==> src/include/gwled_map.vh <==
/*
 Timing and code constants for the gateway indicator block.
 Assumes a 200 MHz system clock; included by the indicator logic, the checker and the bench.
*/
`ifndef GWLED_MAP_VH
`define GWLED_MAP_VH
// System clock rate in Hz
`define GWLED_CLK_HZ 200000000
// Timebase tick period in microseconds, and its cycle count
`define GWLED_TICK_US 1000
`define GWLED_TICK_CYC (`GWLED_CLK_HZ / 1000000 * `GWLED_TICK_US)
// Lamp-test phase: half a second, in ms
`define GWLED_PHASE_MS 500
// Event flash on-time, ms
`define GWLED_FLASH_MS 50
// Wink half period, ms, and number of alternations
`define GWLED_WINK_MS 250
`define GWLED_WINK_COUNT 10
// Heartbeat period (2 to 3 s) and off blip, ms
`define GWLED_BEAT_MS 2500
`define GWLED_BLIP_MS 100
// Extra delay of the request/reply lamps on the TCP variant, ms
`define GWLED_TCP_DELAY_MS 5000
// Short start-up flashes of the state lamp before heartbeat
`define GWLED_START_FLASHES 3
// Two-bit colour codes: off, green, red, yellow
`define GWLED_OFF 2'h0
`define GWLED_GREEN 2'h1
`define GWLED_RED 2'h2
`define GWLED_YELLOW 2'h3
// Flasher channel numbers
`define GWLED_CH_TX 0
`define GWLED_CH_RX 1
`define GWLED_CH_REQ 2
`define GWLED_CH_OK 3
`define GWLED_CH_BAD 4
`define GWLED_CH_ETH 5
`define GWLED_CH_SVC 6
`define GWLED_CH_NTX 7
`define GWLED_CH_NRX 8
`define GWLED_CH_ERR 9
`define GWLED_NCH 10
`endif

==> src/logic/gwled_indicator.v <==
/*
 Status-indicator logic for a control-network to Modbus gateway.
 Event inputs are one-cycle pulses and levels from logic on clk; the init
 jumper and the cable-link level come from pins and are synchronised here.
*/
`timescale 1ns/1ps
`include "gwled_map.vh"

// Overview of operation
// Lamp test: yellow/red half second, then green
// TCP variant delays request/reply lamps further
// Wink command enters wink, otherwise normal
// Wink alternates both network lamps ten times
// Sent network_variable update flashes data yellow
// Received network_variable update flashes data green
// Status red if stopped, green when talking
// Master request sent flashes request yellow
// Master reply green good, red exception/timeout
// Slave request arrival flashes request yellow
// Slave reply green good, red exception/CRC
// TCP connect failure: no request, red reply
// Traffic flashes; solid while server not running
// Link lamp follows network connection
// Service message flashes service lamp yellow
// Network transmit/receive flash traffic lamps green
// State lamp on, brief off heartbeat
// Error lamp off, flashes code on fault
// USB connected lamp green when connected
// Start-up flashes state/error, then short flashes
// Init jumper at power-up selects update mode
// Flashes stretched; new event restarts flash
// All periods from one prescaled timebase
module gwled_indicator #(
    parameter TCP_VARIANT = 0,
    parameter [27:0] TICK_CYC = `GWLED_TICK_CYC
) (
    input wire clk,
    input wire rst,
    input wire nv_sent,
    input wire nv_recv,
    input wire wink_cmd,
    input wire netproc_running,
    input wire host_link_ok,
    input wire mb_is_master,
    input wire mb_req_sent,
    input wire mb_req_recv,
    input wire mb_reply_good,
    input wire mb_reply_exc,
    input wire mb_timeout,
    input wire mb_crc_err,
    input wire tcp_conn_fail,
    input wire eth_traffic,
    input wire server_running,
    input wire eth_link_pin,
    input wire svc_msg,
    input wire net_tx_msg,
    input wire net_rx_msg,
    input wire hw_fault,
    input wire [3:0] fault_code,
    input wire usb_connected,
    input wire init_jumper_pin,
    output reg [1:0] data_led,
    output reg [1:0] status_led,
    output reg [1:0] req_led,
    output reg [1:0] reply_led,
    output reg eth_traffic_led,
    output reg eth_link_led,
    output reg svc_led,
    output reg net_tx_led,
    output reg net_rx_led,
    output reg state_led,
    output reg error_led,
    output reg usb_led,
    output reg update_mode
);

    // Start-up states, one-hot
    localparam [4:0] ST_RED = 5'h01;
    localparam [4:0] ST_GREEN = 5'h02;
    localparam [4:0] ST_TCPW = 5'h04;
    localparam [4:0] ST_RUN = 5'h08;
    localparam [4:0] ST_UPD = 5'h10;
    // Load values, cut on purpose to the width of the counters that take them
    localparam [31:0] FLASH_LOAD = `GWLED_FLASH_MS;
    localparam [31:0] WINK_LOAD = 2 * `GWLED_WINK_COUNT;
    localparam [31:0] START_LOAD = `GWLED_START_FLASHES;

    reg [27:0] presc;         // Cycle prescaler
    reg tick;                 // One-cycle pulse every millisecond
    reg [12:0] phase_ms;      // Millisecond count within start-up phase
    reg [4:0] state;          // Start-up state
    reg [4:0] wink_left;      // Wink half-periods still to show
    reg [7:0] wink_ms;        // Time within one wink half-period
    reg [11:0] beat_ms;       // Heartbeat position
    reg [2:0] start_flash;    // Short state flashes left after the lamp test
    reg [3:0] code_pos;       // Error code blink slot
    reg [2:0] link_s;         // Pin synchroniser for cable link
    reg [2:0] init_s;         // Pin synchroniser for init jumper
    reg link_lvl;             // Filtered cable link level
    reg init_lvl;             // Filtered jumper level
    reg init_taken;           // Jumper sampled once after reset
    reg init_fitted;          // Jumper level taken early; later fitting is ignored
    wire [`GWLED_NCH-1:0] ev; // Event pulses into the stretchers
    wire [`GWLED_NCH-1:0] fl; // Stretched flashes
    wire lamp_red = (state == ST_RED);
    wire lamp_grn = (state == ST_GREEN);
    wire running = (state == ST_RUN) || (state == ST_TCPW);

    // Master and slave share the request and reply events
    assign ev[`GWLED_CH_TX] = nv_sent;
    assign ev[`GWLED_CH_RX] = nv_recv;
    assign ev[`GWLED_CH_REQ] = mb_is_master ? mb_req_sent : mb_req_recv;
    assign ev[`GWLED_CH_OK] = mb_reply_good;
    // Timeout only as master; CRC only as RTU slave
    assign ev[`GWLED_CH_BAD] = mb_reply_exc | (mb_is_master & mb_timeout) |
        (!mb_is_master & mb_crc_err & (TCP_VARIANT == 0)) |
        (mb_is_master & tcp_conn_fail & (TCP_VARIANT != 0));
    assign ev[`GWLED_CH_ETH] = eth_traffic;
    assign ev[`GWLED_CH_SVC] = svc_msg;
    assign ev[`GWLED_CH_NTX] = net_tx_msg;
    assign ev[`GWLED_CH_NRX] = net_rx_msg;
    assign ev[`GWLED_CH_ERR] = 1'b0;

    // One millisecond timebase shared by every period
    always @(posedge clk) begin
        if (rst) begin
            presc <= 28'h0000000;
            tick <= 1'b0;
        end else if (presc == TICK_CYC - 28'h0000001) begin
            presc <= 28'h0000000;
            tick <= 1'b1;
        end else begin
            presc <= presc + 28'h0000001;
            tick <= 1'b0;
        end
    end

    // Pin inputs: three stages; a change counts once stages two and three agree
    always @(posedge clk) begin
        if (rst) begin
            link_s <= 3'h0;
            init_s <= 3'h0;
            link_lvl <= 1'b0;
            init_lvl <= 1'b0;
        end else begin
            link_s <= {link_s[1:0], eth_link_pin};
            init_s <= {init_s[1:0], init_jumper_pin};
            if (link_s[1] == link_s[2]) begin
                link_lvl <= link_s[2];
            end
            if (init_s[1] == init_s[2]) begin
                init_lvl <= init_s[2];
            end
        end
    end

    // Flash stretchers, one per event channel; a new event restarts the flash
    genvar gi;
    generate
        for (gi = 0; gi < `GWLED_NCH; gi = gi + 1) begin : g_fl
            reg [7:0] left;
            always @(posedge clk) begin
                if (rst) begin
                    left <= 8'h00;
                end else if (ev[gi]) begin
                    left <= FLASH_LOAD[7:0];
                end else if (tick && left != 8'h00) begin
                    left <= left - 8'h01;
                end
            end
            assign fl[gi] = (left != 8'h00);
        end
    endgenerate

    // Start-up sequence: lamp test, optional TCP delay, then run or update
    always @(posedge clk) begin
        if (rst) begin
            state <= ST_RED;
            phase_ms <= 13'h0000;
            init_taken <= 1'b0;
            init_fitted <= 1'b0;
        end else begin
            if (tick) begin
                phase_ms <= phase_ms + 13'h0001;
            end
            case (state)
                ST_RED: begin
                    // Jumper is settled by now; take it once
                    if (!init_taken && phase_ms == 13'h0010) begin
                        init_taken <= 1'b1;
                        init_fitted <= init_lvl;
                    end
                    if (phase_ms == `GWLED_PHASE_MS) begin
                        state <= ST_GREEN;
                        phase_ms <= 13'h0000;
                    end
                end
                ST_GREEN: begin
                    if (phase_ms == `GWLED_PHASE_MS) begin
                        phase_ms <= 13'h0000;
                        if (init_fitted) begin
                            state <= ST_UPD;
                        end else if (TCP_VARIANT != 0) begin
                            state <= ST_TCPW;
                        end else begin
                            state <= ST_RUN;
                        end
                    end
                end
                ST_TCPW: begin
                    if (phase_ms == `GWLED_TCP_DELAY_MS) begin
                        state <= ST_RUN;
                    end
                end
                ST_RUN: begin
                    state <= ST_RUN;
                end
                ST_UPD: begin
                    state <= ST_UPD;
                end
                default: begin
                    state <= ST_RED;
                end
            endcase
        end
    end

    // Wink sequencer: ten alternations, then back to normal
    always @(posedge clk) begin
        if (rst) begin
            wink_left <= 5'h00;
            wink_ms <= 8'h00;
        end else if (wink_cmd && running) begin
            wink_left <= WINK_LOAD[4:0];
            wink_ms <= 8'h00;
        end else if (tick && wink_left != 5'h00) begin
            if (wink_ms == `GWLED_WINK_MS - 1) begin
                wink_ms <= 8'h00;
                wink_left <= wink_left - 5'h01;
            end else begin
                wink_ms <= wink_ms + 8'h01;
            end
        end
    end

    // Heartbeat, start-up flashes and error code timing
    always @(posedge clk) begin
        if (rst) begin
            beat_ms <= 12'h000;
            start_flash <= START_LOAD[2:0];
            code_pos <= 4'h0;
        end else if (tick && state == ST_RUN) begin
            if (beat_ms == `GWLED_BEAT_MS - 1) begin
                beat_ms <= 12'h000;
                if (start_flash != 3'h0) begin
                    start_flash <= start_flash - 3'h1;
                end
                // One code slot per beat period; slot 15 is a gap
                code_pos <= code_pos + 4'h1;
            end else begin
                beat_ms <= beat_ms + 12'h001;
            end
        end
    end

    // Lamp drivers, all registered
    always @(posedge clk) begin
        if (rst) begin
            data_led <= `GWLED_OFF;
            status_led <= `GWLED_OFF;
            req_led <= `GWLED_OFF;
            reply_led <= `GWLED_OFF;
            eth_traffic_led <= 1'b0;
            eth_link_led <= 1'b0;
            svc_led <= 1'b0;
            net_tx_led <= 1'b0;
            net_rx_led <= 1'b0;
            state_led <= 1'b0;
            error_led <= 1'b0;
            usb_led <= 1'b0;
            update_mode <= 1'b0;
        end else if (lamp_red || lamp_grn) begin
            // Front panel lamp test; state and error lamps flash once
            data_led <= lamp_red ? `GWLED_YELLOW : `GWLED_GREEN;
            status_led <= lamp_red ? `GWLED_RED : `GWLED_GREEN;
            req_led <= lamp_red ? `GWLED_YELLOW : `GWLED_GREEN;
            reply_led <= lamp_red ? `GWLED_RED : `GWLED_GREEN;
            eth_traffic_led <= 1'b1;
            eth_link_led <= 1'b1;
            state_led <= lamp_red;
            error_led <= lamp_grn;
            svc_led <= 1'b0;
            net_tx_led <= 1'b0;
            net_rx_led <= 1'b0;
            usb_led <= 1'b0;
        end else begin
            update_mode <= (state == ST_UPD);
            if (wink_left != 5'h00) begin
                data_led <= wink_left[0] ? `GWLED_YELLOW : `GWLED_GREEN;
                status_led <= wink_left[0] ? `GWLED_RED : `GWLED_GREEN;
            end else begin
                // Sent flash wins if both are active
                data_led <= fl[`GWLED_CH_TX] ? `GWLED_YELLOW :
                    (fl[`GWLED_CH_RX] ? `GWLED_GREEN : `GWLED_OFF);
                status_led <= !netproc_running ? `GWLED_RED :
                    (host_link_ok ? `GWLED_GREEN : `GWLED_OFF);
            end
            // TCP variant keeps request/reply dark while delayed
            if (state == ST_RUN) begin
                req_led <= fl[`GWLED_CH_REQ] ? `GWLED_YELLOW : `GWLED_OFF;
                reply_led <= fl[`GWLED_CH_BAD] ? `GWLED_RED :
                    (fl[`GWLED_CH_OK] ? `GWLED_GREEN : `GWLED_OFF);
            end else begin
                req_led <= `GWLED_OFF;
                reply_led <= `GWLED_OFF;
            end
            eth_traffic_led <= !server_running | fl[`GWLED_CH_ETH];
            eth_link_led <= link_lvl;
            svc_led <= fl[`GWLED_CH_SVC];
            net_tx_led <= fl[`GWLED_CH_NTX];
            net_rx_led <= fl[`GWLED_CH_NRX];
            usb_led <= usb_connected;
            if (start_flash != 3'h0) begin
                // Short flashes: on only in the first 100 ms of each 2500 ms period
                state_led <= (beat_ms < `GWLED_BLIP_MS);
            end else begin
                state_led <= (beat_ms >= `GWLED_BLIP_MS);
            end
            // Code n: blink in slots below n, on for first half of a beat
            error_led <= hw_fault && (code_pos < fault_code) &&
                (beat_ms < (`GWLED_BEAT_MS / 2));
        end
    end

endmodule

==> config.mk <==
export PLATFORM = sky130hd
export DESIGN_NAME = gwled_indicator
export DESIGN_NICKNAME = d
export VERILOG_FILES = /design/src/logic/gwled_indicator.v
export VERILOG_INCLUDE_DIRS = /design/src /design/src/include
export SDC_FILE = /design/constraint.sdc
export NUM_CORES = 1
export LEC_CHECK = 0
export BUFFER_PORTS_ARGS = -buffer_cell sky130_fd_sc_hd__buf_2
export CORE_ASPECT_RATIO = 1.75
export CORE_MARGIN = 10
export CORE_UTILIZATION = 60
export DETAILED_ROUTE_END_ITERATION = 12
export PLACE_DENSITY = 0.78
export SKIP_CTS_REPAIR_TIMING = 1
export SYNTH_ARGS = -nofsm -noshare
export SYNTH_HDL_FRONTEND = slang
export SYNTH_SLANG_ARGS = --single-unit
==> constraint.sdc <==
create_clock -name clk -period 4.9 [get_ports clk]
set_input_delay 0.98 -clock clk [delete_from_list [all_inputs] [get_ports clk]]
set_output_delay 0.98 -clock clk [all_outputs]
set_load 0.02 [all_outputs]
Word-level counts from Yosys, hierarchy flattened
Index checks and enable logic that the tools add are counted.
{"block": "totals", "latchBits": 0, "regBits": 178, "mem_bits_ro": 0, "ram_bits": 0, "word_cells": 206, "n_memories": 0, "out_inout_bits": 17}
{"block": "op_classes", "n_reduce_logical": 61, "n_bitwise": 5, "div_mod_pow": 0, "muxes": 57, "eq_ne": 16, "addsub": 16, "order_cmp": 4, "n_shift": 0, "n_mul": 0}
{"cell": "two-way mux 6 bit", "n": 18}
{"cell": "nonzero test 8 bit", "n": 9}
{"cell": "subtractor 8 x 1 -> 8 bit, second input constant", "n": 9}
{"cell": "two-way mux 13 bit", "n": 3}
{"cell": "two-way mux 5 bit", "n": 7}
{"cell": "two-way mux 2 bit", "n": 16}
{"cell": "adder 28 x 1 -> 28 bit, second input constant", "n": 1}
{"cell": "== test 28 x 18 -> 1 bit, second input constant", "n": 1}
{"cell": "OR reduction 2 bit", "n": 13}
{"cell": "one-hot mux 5 bit (5 select lines)", "n": 1}
{"cell": "nonzero test 2 bit", "n": 11}
{"cell": "logical AND 1 bit", "n": 15}
{"cell": "adder 13 x 1 -> 13 bit, second input constant", "n": 1}
{"cell": "== test 13 bit, second input constant", "n": 1}
{"cell": "== test 13 x 5 -> 1 bit, second input constant", "n": 1}
{"cell": "== test 13 x 9 -> 1 bit, second input constant", "n": 1}
{"cell": "adder 12 x 1 -> 12 bit, second input constant", "n": 1}
{"cell": "== test 12 bit, second input constant", "n": 1}
{"cell": "greater-or-equal comparator 12 x 7 -> 1 bit, second input constant", "n": 1}
{"cell": "< comparator 12 x 11 -> 1 bit, second input constant", "n": 1}
{"cell": "< comparator 12 x 7 -> 1 bit, second input constant", "n": 1}
{"cell": "two-way mux 12 bit", "n": 1}
{"cell": "two-way mux 1 bit", "n": 10}
{"cell": "adder 8 x 1 -> 8 bit, second input constant", "n": 1}
{"cell": "21 further kinds", "n": 34}

Logic depth before layout (Yosys ltp)
Gate-level depths: netlist (run 1).
{"block": "logic_depth", "depth_word": 5, "depth_mapped": 7, "depth_no_buf": 6}

Worst setup path before layout (run 1)
OpenSTA, ideal clock, no wires.
{"block": "synth_path", "path_kind": "reg-to-reg", "start": "register g_fl[4].left[0]", "end": "register g_fl[4].left[1]", "setup_slack_ps": 2823, "path_stages_with_launch": 8, "required_ps": 4829, "arrival_time_ps": 2007, "setup_ps": 71, "path_cell_list": "dfxtp_1 inv_1 ha_1 or4b_2 clkbuf_1 o21ai_0 mux2_2 a21oi_1"}
{"block": "synth_between", "elab_chain_cells": 3, "word_cells_on_any_way": 6, "cone_classes": "1 x add/sub; 2 x mux; 3 x reduce/logical"}
{"element": "start: declaration", "line": "gwled_indicator.v:161", "source": "reg [7:0] left;"}
{"element": "start signal: assignment", "line": "gwled_indicator.v:166", "source": "left <= FLASH_LOAD[7:0];"}
{"element": "start signal: assignment", "line": "gwled_indicator.v:168", "source": "left <= left - 8'h01;"}
{"element": "subtractor 8 x 1 -> 8 bit / nonzero test 8 bit (equally long branches)", "line": "gwled_indicator.v:168, gwled_indicator.v:167"}
{"element": "two-way mux 6 bit / logical AND 1 bit (equally long branches)", "line": "gwled_indicator.v:167", "source": "end else if (tick && left != 8'h00) begin"}
{"element": "two-way mux 6 bit / nonzero test 2 bit (equally long branches)"}
Several ways; a longest one is shown, not always the timed one. The select of a mux whose other input is x is not followed.
A chain may end at the register's enable or synchronous reset.

Final worst setup path (run 1)
{"block": "layout_path", "start": "register state[3]", "end": "register beat_ms[6]"}
{"block": "layout_between", "elab_chain_cells": 2}
{"element": "start: declaration", "line": "gwled_indicator.v:91", "source": "reg [4:0] state;"}
{"element": "start signal: assignment", "line": "gwled_indicator.v:178", "source": "state <= ST_RED;"}
{"element": "start signal: assignment", "line": "gwled_indicator.v:194", "source": "state <= ST_GREEN;"}
{"element": "start signal: assignment", "line": "gwled_indicator.v:202", "source": "state <= ST_UPD;"}
{"element": "== test 5 x 4 -> 1 bit", "line": "gwled_indicator.v:252", "source": "end else if (tick && state == ST_RUN) begin"}
{"element": "logical AND 1 bit", "line": "gwled_indicator.v:252"}
{"element": "end signal: assignment", "line": "gwled_indicator.v:261", "source": "beat_ms <= beat_ms + 12'h001;"}
{"element": "end: declaration", "line": "gwled_indicator.v:94", "source": "reg [11:0] beat_ms;"}
No other way between the ends.

==> results of run 1 <==
[cells by family after synthesis]
group                      count (synthesis)  share of synthesized area, %
xor gates and xnor gates                  88                          8.92
and+or+nand+nor                          406                          26.9
adders and majority gates                 32                          4.63
muxes                                     15                          1.85
buffers and inverters                    103                          4.85
DFF                                      177                          41.0
AOI/OAI and AO/OA                        166                          11.9
[stage by stage]
step	setup slack [ns]	utilization (%)	power, W
finish	2.30	66.4	0.00289
floorplan	2.82	-	0.00162
global placement	2.30	62.5	0.00167
global route	2.07	66.4	0.00300
detailed placement	2.26	62.5	0.00167
CTS	2.31	66.4	0.00291
[critical path, stage by stage (launching register included)]
cell	delay [ns]
dfxtp_1	0.54
nor4b_4	0.62
nand4_2	0.37
o21ai_1	0.81
nor2_1	0.11
[final cells by class]
class / instances / share of cell area, %
sequential: 177 / 37.5
timing repair buffer: 47 / 2.62
inverter: 53 / 2.11
tap: 180 / 2.38
multi-input combinational: 707 / 49.5
clock inverter: 11 / 0.874
clock buffer: 20 / 4.94
[synthesized netlist by cell type, types with 5 or more instances]
| library cell | instances |
|---|---|
| a211oi_1 | 6 |
| a21oi_1 | 57 |
| a31oi_1 | 11 |
| and2_1 | 7 |
| and3_1 | 9 |
| and4_1 | 7 |
| buf_1 | 5 |
| buf_2 | 8 |
| clkbuf_1 | 33 |
| dfxtp_1 | 177 |
| ha_1 | 32 |
| inv_1 | 52 |
| mux2_2 | 8 |
| mux2i_1 | 7 |
| nand2_1 | 39 |
| nand2b_1 | 6 |
| nand3_1 | 32 |
| nand4_1 | 31 |
| nor2_1 | 93 |
| nor2b_1 | 10 |
| nor3_1 | 60 |
| nor3b_1 | 7 |
| nor4_1 | 17 |
| nor4b_1 | 13 |
| o211ai_1 | 18 |
| o21a_1 | 9 |
| o21ai_0 | 27 |
| o21ai_1 | 5 |
| o31ai_1 | 21 |
| or3_1 | 17 |
| or3b_2 | 5 |
| or4_1 | 22 |
| or4b_1 | 5 |
| or4b_2 | 7 |
| xnor2_1 | 32 |
| xor2_1 | 56 |
[how the worst max path moves through the flow]
stage | from | endpoint
2_1_floorplan | g_fl[4].left[0]$_SDFFE_PP0P_ | g_fl[4].left[1]$_SDFFE_PP0P_
3_3_place_gp | rst | beat_ms[0]$_SDFFE_PP0P_
3_5_place_dp | rst | beat_ms[8]$_SDFFE_PP0P_
4_1_cts | state[3]$_SDFFE_PP0P_ | beat_ms[6]$_SDFFE_PP0P_
5_1_grt | state[3]$_SDFFE_PP0P_ | beat_ms[6]$_SDFFE_PP0P_
6_report | state[3]$_SDFFE_PP0P_ | beat_ms[6]$_SDFFE_PP0P_
[flip-flops by register name, indices dropped and copies added (netlist names), 2 cells and up]
register	cells
data_led	2
phase_ms	13
state	4
init_s	3
reply_led	2
wink_left	5
code_pos	4
start_flash	3
presc	28
status_led	2
req_led	2
beat_ms	12
link_s	3
g_fl.left	72
wink_ms	8
[report_power, final]
part	internal, W	switching, W
Sequential	0.00146	0.0000192
Combinational	0.0000592	0.0000981
Clock	0.000689	0.000561
Total	0.00221	0.000679
[layer usage]
| metal | up-vias | track usage [%] | share of wire, % |
|---|---|---|---|
| met4 | 0 | 7.73 | 2.0 |
| met5 | - | 0 | 0 |
| li1 | 3581 | - | - |
| met3 | 28 | 3.99 | 3.1 |
| met1 | 3406 | 18.8 | 42 |
| met2 | 126 | 33.6 | 52 |
==> reports/metrics.cfg, run 1 <==
[placement]
hpwl_um = 12400
place_inst = 1164
placed_cell_area_um2 = 8900
port_buffers = 43
gp_congestion = 0.843

[critical_path]
rrSetupSlack_ns = 2.30
reg2reg_to = beat_ms[6]$_SDFFE_PP0P_
crit_fanout = 12
criticalPathCategory = reg -> reg
r2r-start = state[3]$_SDFFE_PP0P_
ff2ff_path_depth = 4
arrival_ns = 2.88
cp_data_required_time_ns = 5.18
critPathLaunchType = flop
end_kind = flop

[die]
coreArea_um2 = 14200
num_rows = 58
die_area_um2 = 19800
die_w_um = 111
initial_core_util_pct = 60.8
num_io_pins = 45
die_h_um = 179

[route]
vias = 7141
avgRoutedWirePerCell_um = 14.9
drt-initial-drc-count = 378
ant_nets = 0
first_pass_iters = 4
via_per_inst = 5.98
drc = 0
routed_wl_um = 17800

[synthesis]
yosysTopAreaCell = dfxtp_1
synth_ff_type = dfxtp_1
synth_edf_count = 0
synth_top_area_share_pct = 41.0
synth_area_um2 = 8640
synth_cells = 987
ys_warn_count = 0
async_reset_ff_share_pct = 0
synth_nets = 1047
avgSynthCellArea_um2 = 8.76
ys_ff_latch = 177
ys_types = 57
ys_top_cells_by_area = dfxtp_1, xor2_1, ha_1
seq_area_frac_synth_pct = 41.0

[global_route]
grt_pass1_vias = 7050
grt-ovfl-total = 0
antenna_found_initial = 0
grt_max_degree = 93
grt_pass1_wl_um = 30800
track_usage_pct = 18.0

[sta]
slew_viol_final = 0
fin_crit_sh_pct = 53.0
clock_skew_ns = 0.00885
slew_headroom_pct = 30.3
max_freq_mhz = 385
finalHoldViolations = 0
setup_tns_ns = 0
setup_viol = 0
worstMarginPinSlew_ns = 1.03
rsz0062_at_grt = no
worst_hold_slack_ns = 0.434
period_needed_ns = 2.60

[worst_hold_path]
holdCritStartpoint = init_s[0]$_SDFF_PP0_
worstHoldPathCells = 1
min_path_type = reg -> reg
hold_end = init_s[1]$_SDFF_PP0_

[cts]
clock-root-buffer = clkbuf_16
ctsHtreeMaxLevel = 4
insertion_delay_ns = 0.42
cts_sinks = 177
clk_path_buf_depth = 2
cts.clk_slew.worst_paths_ns = 0.07
tritoncts = built
cts-buffers-inserted = 17

[finish]
insertedDiodeCount = 0
final_cell_mix = dfxtp_1, nor2_1, nor3_1
stdcell_count = 1195
fin_nets = 1063
multi_input_area_um2 = 4680
drive_above_1_share_pct = 10.8
fillers = 1232
areaGrowthSynthToFinish_pct = 9.29
layout_commonest_cell = dfxtp_1
seq_area_um2 = 3540
finalInstanceArea_um2 = 9450

[power]
power.leakage_nw = 3.39
peakVddDrop_mv = 0.215
power.density_nw_per_um2 = 306

[status]
status = finished clean

[flow_run]
drv_cap = 0

No activity file was read; power rests on OpenSTA's default activity.
==> inputs of run 2 (changes only) <==
==> constraint.sdc (replaced) <==
create_clock -name clk -period 2.7 [get_ports clk]
set_input_delay 0.54 -clock clk [delete_from_list [all_inputs] [get_ports clk]]
set_output_delay 0.54 -clock clk [all_outputs]
set_load 0.02 [all_outputs]
==> reports/metrics.cfg, run 2 (same netlist as run 1, synthesis figures left out) <==
[sta]
worst_hold_slack_ns = 0.319  ; was 0.434 ns
max_freq_mhz = 449  ; was 385 MHz
worstMarginPinSlew_ns = 0.649  ; was 1.03 ns
layout_setup_ws_ns = 0.472  ; was 2.30 ns
setup_viol = 0  ; unchanged
slew_headroom_pct = 56.5  ; was 30.3%
slew_viol_final = 0  ; unchanged
fin_crit_sh_pct = 82.5  ; was 53.0%
period_needed_ns = 2.23  ; was 2.60 ns
clock_skew_ns = 0.0133  ; was 0.00885 ns
setup_tns_ns = 0  ; unchanged
rsz0062_at_grt = no  ; unchanged
finalHoldViolations = 0  ; unchanged

[route]
ant_nets = 0  ; unchanged
drc = 0  ; unchanged
first_pass_iters = 5  ; was 4
vias = 7158  ; was 7,141
routed_wl_um = 18200  ; was 17,800 um
via_per_inst = 5.95  ; was 5.98
avgRoutedWirePerCell_um = 15.1  ; was 14.9 um
drt-initial-drc-count = 370  ; was 378

[global_route]
grt_max_degree = 53  ; was 93
grt_pass1_vias = 7284  ; was 7,050
grt_pass1_wl_um = 31800  ; was 30,800 um
grt-ovfl-total = 0  ; unchanged
track_usage_pct = 18.5  ; was 18.0%
antenna_found_initial = 0  ; unchanged

[power]
clock_power_share_pct = 46.3  ; was 43.3%
seq_power_share_pct = 48.5  ; was 51.3%
peakVddDrop_mv = 0.364  ; was 0.215 mV
power.leakage_nw = 3.48  ; was 3.39 nW
p_int_w = 0.00430  ; was 0.00221 W
p_switching_w = 0.00125  ; was 0.000679 W
power.density_nw_per_um2 = 578  ; was 306 nW/um2
power.share.switching_pct = 22.5  ; was 23.5%
p_comb_share_pct = 5.2  ; was 5.4%

[cts]
insertion_delay_ns = 0.43  ; was 0.42 ns
clock-root-buffer = clkbuf_16  ; unchanged
clk_path_buf_depth = 2  ; unchanged
cts.clk_slew.worst_paths_ns = 0.07  ; about the same
ctsHtreeMaxLevel = 4  ; unchanged
cts_sinks = 177  ; unchanged
tritoncts = built  ; unchanged
cts-buffers-inserted = 17  ; unchanged

[placement]
gp_congestion = 0.830  ; was 0.843
dp_slack_ns = 0.348  ; was 2.26 ns
port_buffers = 43  ; unchanged
hpwl_um = 12800  ; was 12,400 um
place_inst = 1172  ; was 1,164

[die]
num_rows = 58  ; unchanged
die_w_um = 111  ; unchanged
die_h_um = 179  ; unchanged
initial_core_util_pct = 60.8  ; unchanged
die_area_um2 = 19800  ; unchanged
num_io_pins = 45  ; unchanged
coreArea_um2 = 14200  ; unchanged

[finish]
largest_register_ffs = 72  ; unchanged
drive_above_1_share_pct = 11.6  ; was 10.8%
areaGrowthSynthToFinish_pct = 11.0  ; was 9.29%
fillers = 1205  ; was 1,232
layout_commonest_cell = dfxtp_1  ; unchanged
reg.largest.list = g_fl.left: 72 flops, presc: 28 flops, phase_ms: 13 flops  ; unchanged
post-route-util_pct = 67.4  ; was 66.4%
final_cell_mix = dfxtp_1, nor2_1, nor3_1  ; unchanged
fin_nets = 1071  ; was 1,063
multi_input_area_um2 = 4680  ; unchanged
regMostFlops = g_fl.left  ; unchanged
stdcell_count = 1204  ; was 1,195
insertedDiodeCount = 0  ; unchanged
seq_area_um2 = 3540  ; unchanged

[critical_path]
arrival_ns = 2.59  ; was 2.88 ns
cp_data_required_time_ns = 3.06  ; was 5.18 ns
critPathLaunchType = flop  ; unchanged
criticalPathCategory = reg -> reg  ; unchanged
crit_fanout = 5  ; was 12
end_kind = flop  ; unchanged

[status]
status = finished clean  ; unchanged

[flow_run]
drv_cap = 0  ; unchanged

[worst_hold_path]
min_path_type = in -> reg  ; was reg -> reg

==> run 2: worst max-delay path: stages, from the launching register on <==
cell	delay [ns]
dfxtp_1	0.33
inv_1	0.12
ha_1	0.20
or4b_2	0.67
o21ai_0	0.34
mux2_2	0.37
a21oi_1	0.13
==> run 2: layout make-up <==
cell class	count	area share, %
inverter	53	2.07
sequential	177	37.0
tap	180	2.35
clock inverter	12	1.63
multi-input combinational	707	48.8
clock buffer	20	4.87
timing repair buffer	55	3.34
==> run 2: power groups by stage <==
| stage | clock network [W] | logic (W) | registers (W) |
|---|---|---|---|
| after CTS | 0.00260 | 0.000292 | 0.00269 |
| after global placement | 0 | 0.000283 | 0.00275 |
| after floorplan | 0 | 0.000195 | 0.00275 |
| after global routing | 0.00271 | 0.000327 | 0.00269 |
| final | 0.00257 | 0.000289 | 0.00269 |
| after detailed placement | 0 | 0.000287 | 0.00275 |
==> run 2: worst paths after layout <==
check                                from                            to  slack, ns  cells past startpoint
max          g_fl[6].left[0]$_SDFFE_PP0P_  g_fl[6].left[1]$_SDFFE_PP0P_       0.47                      6
min reg2reg           presc[0]$_SDFF_PP0_           presc[0]$_SDFF_PP0_       0.44                      1
min                        server_running    eth_traffic_led$_SDFF_PP0_       0.32                      2
max reg2reg  g_fl[6].left[0]$_SDFFE_PP0P_  g_fl[6].left[1]$_SDFFE_PP0P_       0.47                      6
==> run 2: stage by stage <==
stage                     power (W)  instance area [um2]
after floorplan             0.00295                 8640
final                       0.00555                 9590
after global routing        0.00573                 9590
after detailed placement    0.00304                 8970
after CTS                   0.00559                 9590
after global placement      0.00303                 8970
==> run 2: per-layer routing <==
| layer | global-route usage (%) | wire length [um] | part of all wire (%) | vias to the layer above |
|---|---|---|---|---|
| met2 | 36.3 | 9810 | 54 | 111 |
| met4 | 7.30 | 255 | 1.4 | 0 |
| li1 | - | - | - | 3592 |
| met1 | 18.8 | 7500 | 41 | 3436 |
| met5 | 0 | 0 | 0 | - |
| met3 | 3.22 | 595 | 3.3 | 19 |
==> inputs of run 3 (changes only) <==
==> constraint.sdc (replaced) <==
create_clock -name clk -period 2.1 [get_ports clk]
set_input_delay 0.42 -clock clk [delete_from_list [all_inputs] [get_ports clk]]
set_output_delay 0.42 -clock clk [all_outputs]
set_load 0.02 [all_outputs]
==> reports/metrics.cfg, run 3 (same netlist as run 1, synthesis figures left out) <==
[route]
drt-initial-drc-count = 397  ; was 370
via_per_inst = 5.86  ; was 5.95
drc = 0  ; unchanged
avgRoutedWirePerCell_um = 15.2  ; was 15.1 um
ant_nets = 0  ; unchanged
routed_wl_um = 18800  ; was 18,200 um
first_pass_iters = 7  ; was 5
vias = 7266  ; was 7,158

[critical_path]
end_kind = flop  ; unchanged
ff2ff_path_depth = 6  ; unchanged
critPathLaunchType = flop  ; unchanged
crit_fanout = 3  ; was 5
rrSetupSlack_ns = 0.10  ; was 0.47 ns
setup.worst_path.end = g_fl[6].left[1]$_SDFFE_PP0P_  ; unchanged
r2r-start = g_fl[6].left[0]$_SDFFE_PP0P_  ; unchanged
reg2reg_to = g_fl[6].left[1]$_SDFFE_PP0P_  ; unchanged
cp_data_required_time_ns = 2.45  ; was 3.06 ns
criticalPathCategory = reg -> reg  ; unchanged
arrival_ns = 2.35  ; was 2.59 ns
startpoint = g_fl[6].left[0]$_SDFFE_PP0P_  ; unchanged

[finish]
areaGrowthSynthToFinish_pct = 14.3  ; was 11.0%
insertedDiodeCount = 0  ; unchanged
layout_commonest_cell = dfxtp_1  ; unchanged
fin_nets = 1107  ; was 1,071
drive_above_1_share_pct = 14.9  ; was 11.6%
regMostFlops = g_fl.left  ; unchanged
largest_register_ffs = 72  ; unchanged
final_cell_mix = dfxtp_1, nor2_1, nor3_1  ; unchanged
reg.largest.list = g_fl.left: 72 flops, presc: 28 flops, phase_ms: 13 flops  ; unchanged

[sta]
slew_viol_final = 0  ; unchanged
setup_viol = 0  ; unchanged
finalHoldViolations = 0  ; unchanged
rsz0062_at_grt = yes  ; was no
slew_headroom_pct = 61.4  ; was 56.5%
fin_crit_sh_pct = 95.1  ; was 82.5%
clock_skew_ns = 0.00836  ; was 0.0133 ns
period_needed_ns = 2.00  ; was 2.23 ns
layout_setup_ws_ns = 0.102  ; was 0.472 ns
worst_hold_slack_ns = 0.186  ; was 0.319 ns
worstMarginPinSlew_ns = 0.572  ; was 0.649 ns
setup_tns_ns = 0  ; unchanged
max_freq_mhz = 501  ; was 449 MHz

[global_route]
track_usage_pct = 19.1  ; was 18.5%
grt_pass1_wl_um = 32700  ; was 31,800 um
antenna_found_initial = 0  ; unchanged
grt_pass1_vias = 7305  ; was 7,284
grt-ovfl-total = 0  ; unchanged
grt_max_degree = 92  ; was 53

[die]
coreArea_um2 = 14200  ; unchanged
die_h_um = 179  ; unchanged
die_w_um = 111  ; unchanged
die_area_um2 = 19800  ; unchanged
initial_core_util_pct = 60.8  ; unchanged
num_rows = 58  ; unchanged
num_io_pins = 45  ; unchanged

[cts]
cts-buffers-inserted = 17  ; unchanged
tritoncts = built  ; unchanged
insertion_delay_ns = 0.42  ; was 0.43 ns
clock-root-buffer = clkbuf_16  ; unchanged
cts_sinks = 177  ; unchanged
clk_path_buf_depth = 2  ; unchanged
cts.clk_slew.worst_paths_ns = 0.07  ; about the same
ctsHtreeMaxLevel = 4  ; unchanged

[placement]
gp_congestion = 0.856  ; was 0.830
dp_slack_ns = 0.0405  ; was 0.348 ns
port_buffers = 43  ; unchanged
hpwl_um = 13000  ; was 12,800 um

[power]
peakVddDrop_mv = 0.525  ; was 0.364 mV
power_w = 0.00714  ; was 0.00555 W
power.density_nw_per_um2 = 722  ; was 578 nW/um2
power.leakage_nw = 3.65  ; was 3.48 nW

[worst_hold_path]
min_path_type = in -> reg  ; unchanged

[status]
status = finished clean  ; unchanged

[flow_run]
drv_cap = 0  ; unchanged

## run 3: cell count changes in the layout (fill, tap and decap cells not counted), moves of 2 or more
cell	previous run	this run
buf_4	12	46
o21ai_2	0	2
o21ai_1	5	7
clkbuf_8	3	0
o21ai_0	27	23
buf_12	1	3
## run 3: how the worst min path moves through the flow
stage / from / end / slack [ns] / cells past startpoint
2_1_floorplan: presc[0]$_SDFF_PP0_ / presc[0]$_SDFF_PP0_ / 0.41 / 1
3_3_place_gp: presc[0]$_SDFF_PP0_ / presc[0]$_SDFF_PP0_ / 0.42 / 1
3_5_place_dp: init_s[0]$_SDFF_PP0_ / init_s[1]$_SDFF_PP0_ / 0.43 / 1
4_1_cts: server_running / eth_traffic_led$_SDFF_PP0_ / 0.17 / 2
5_1_grt: server_running / eth_traffic_led$_SDFF_PP0_ / 0.20 / 2
6_report: server_running / eth_traffic_led$_SDFF_PP0_ / 0.19 / 2
## run 3: final cells by class
class,instances,area [um2]
Multi-Input combinational cell,707,4690
Fill cell,1149,4340
Sequential cell,177,3540
Timing Repair Buffer,91,616
Clock buffer,17,425
Tap cell,180,225
Inverter,53,199
Clock inverter,15,184
## run 3: through the flow
| stage | cells | util, % | area [um2] |
|---|---|---|---|
| 2_1_floorplan | 987 | - | 8640 |
| 3_3_place_gp | 1208 | 65.1 | 9260 |
| 3_5_place_dp | 1208 | 65.1 | 9260 |
| 4_1_cts | 1240 | 69.4 | 9870 |
| 5_1_grt | 1240 | 69.5 | 9880 |
| 6_report | 1240 | 69.5 | 9880 |
## run 3: layer usage
layer	share of wire [%]	vias to the layer above	track usage (%)
met5	0	-	0
met4	2.0	0	7.68
met3	3.1	27	3.25
met2	53	125	36.6
met1	42	3453	20.1
li1	-	3661	-
## run 3: worst max-delay path, cell delays in order (launching register included)
cell     delay (ns)
dfxtp_1        0.33
inv_1          0.13
ha_1           0.17
or4b_2         0.60
o21ai_1        0.20
mux2_2         0.35
a21oi_1        0.14
## run 3: power by group
group	total [W]	switching, W	internal (W)
sequential	0.00346	0.0000448	0.00341
combinational	0.000411	0.000245	0.000166
clock	0.00327	0.00138	0.00189
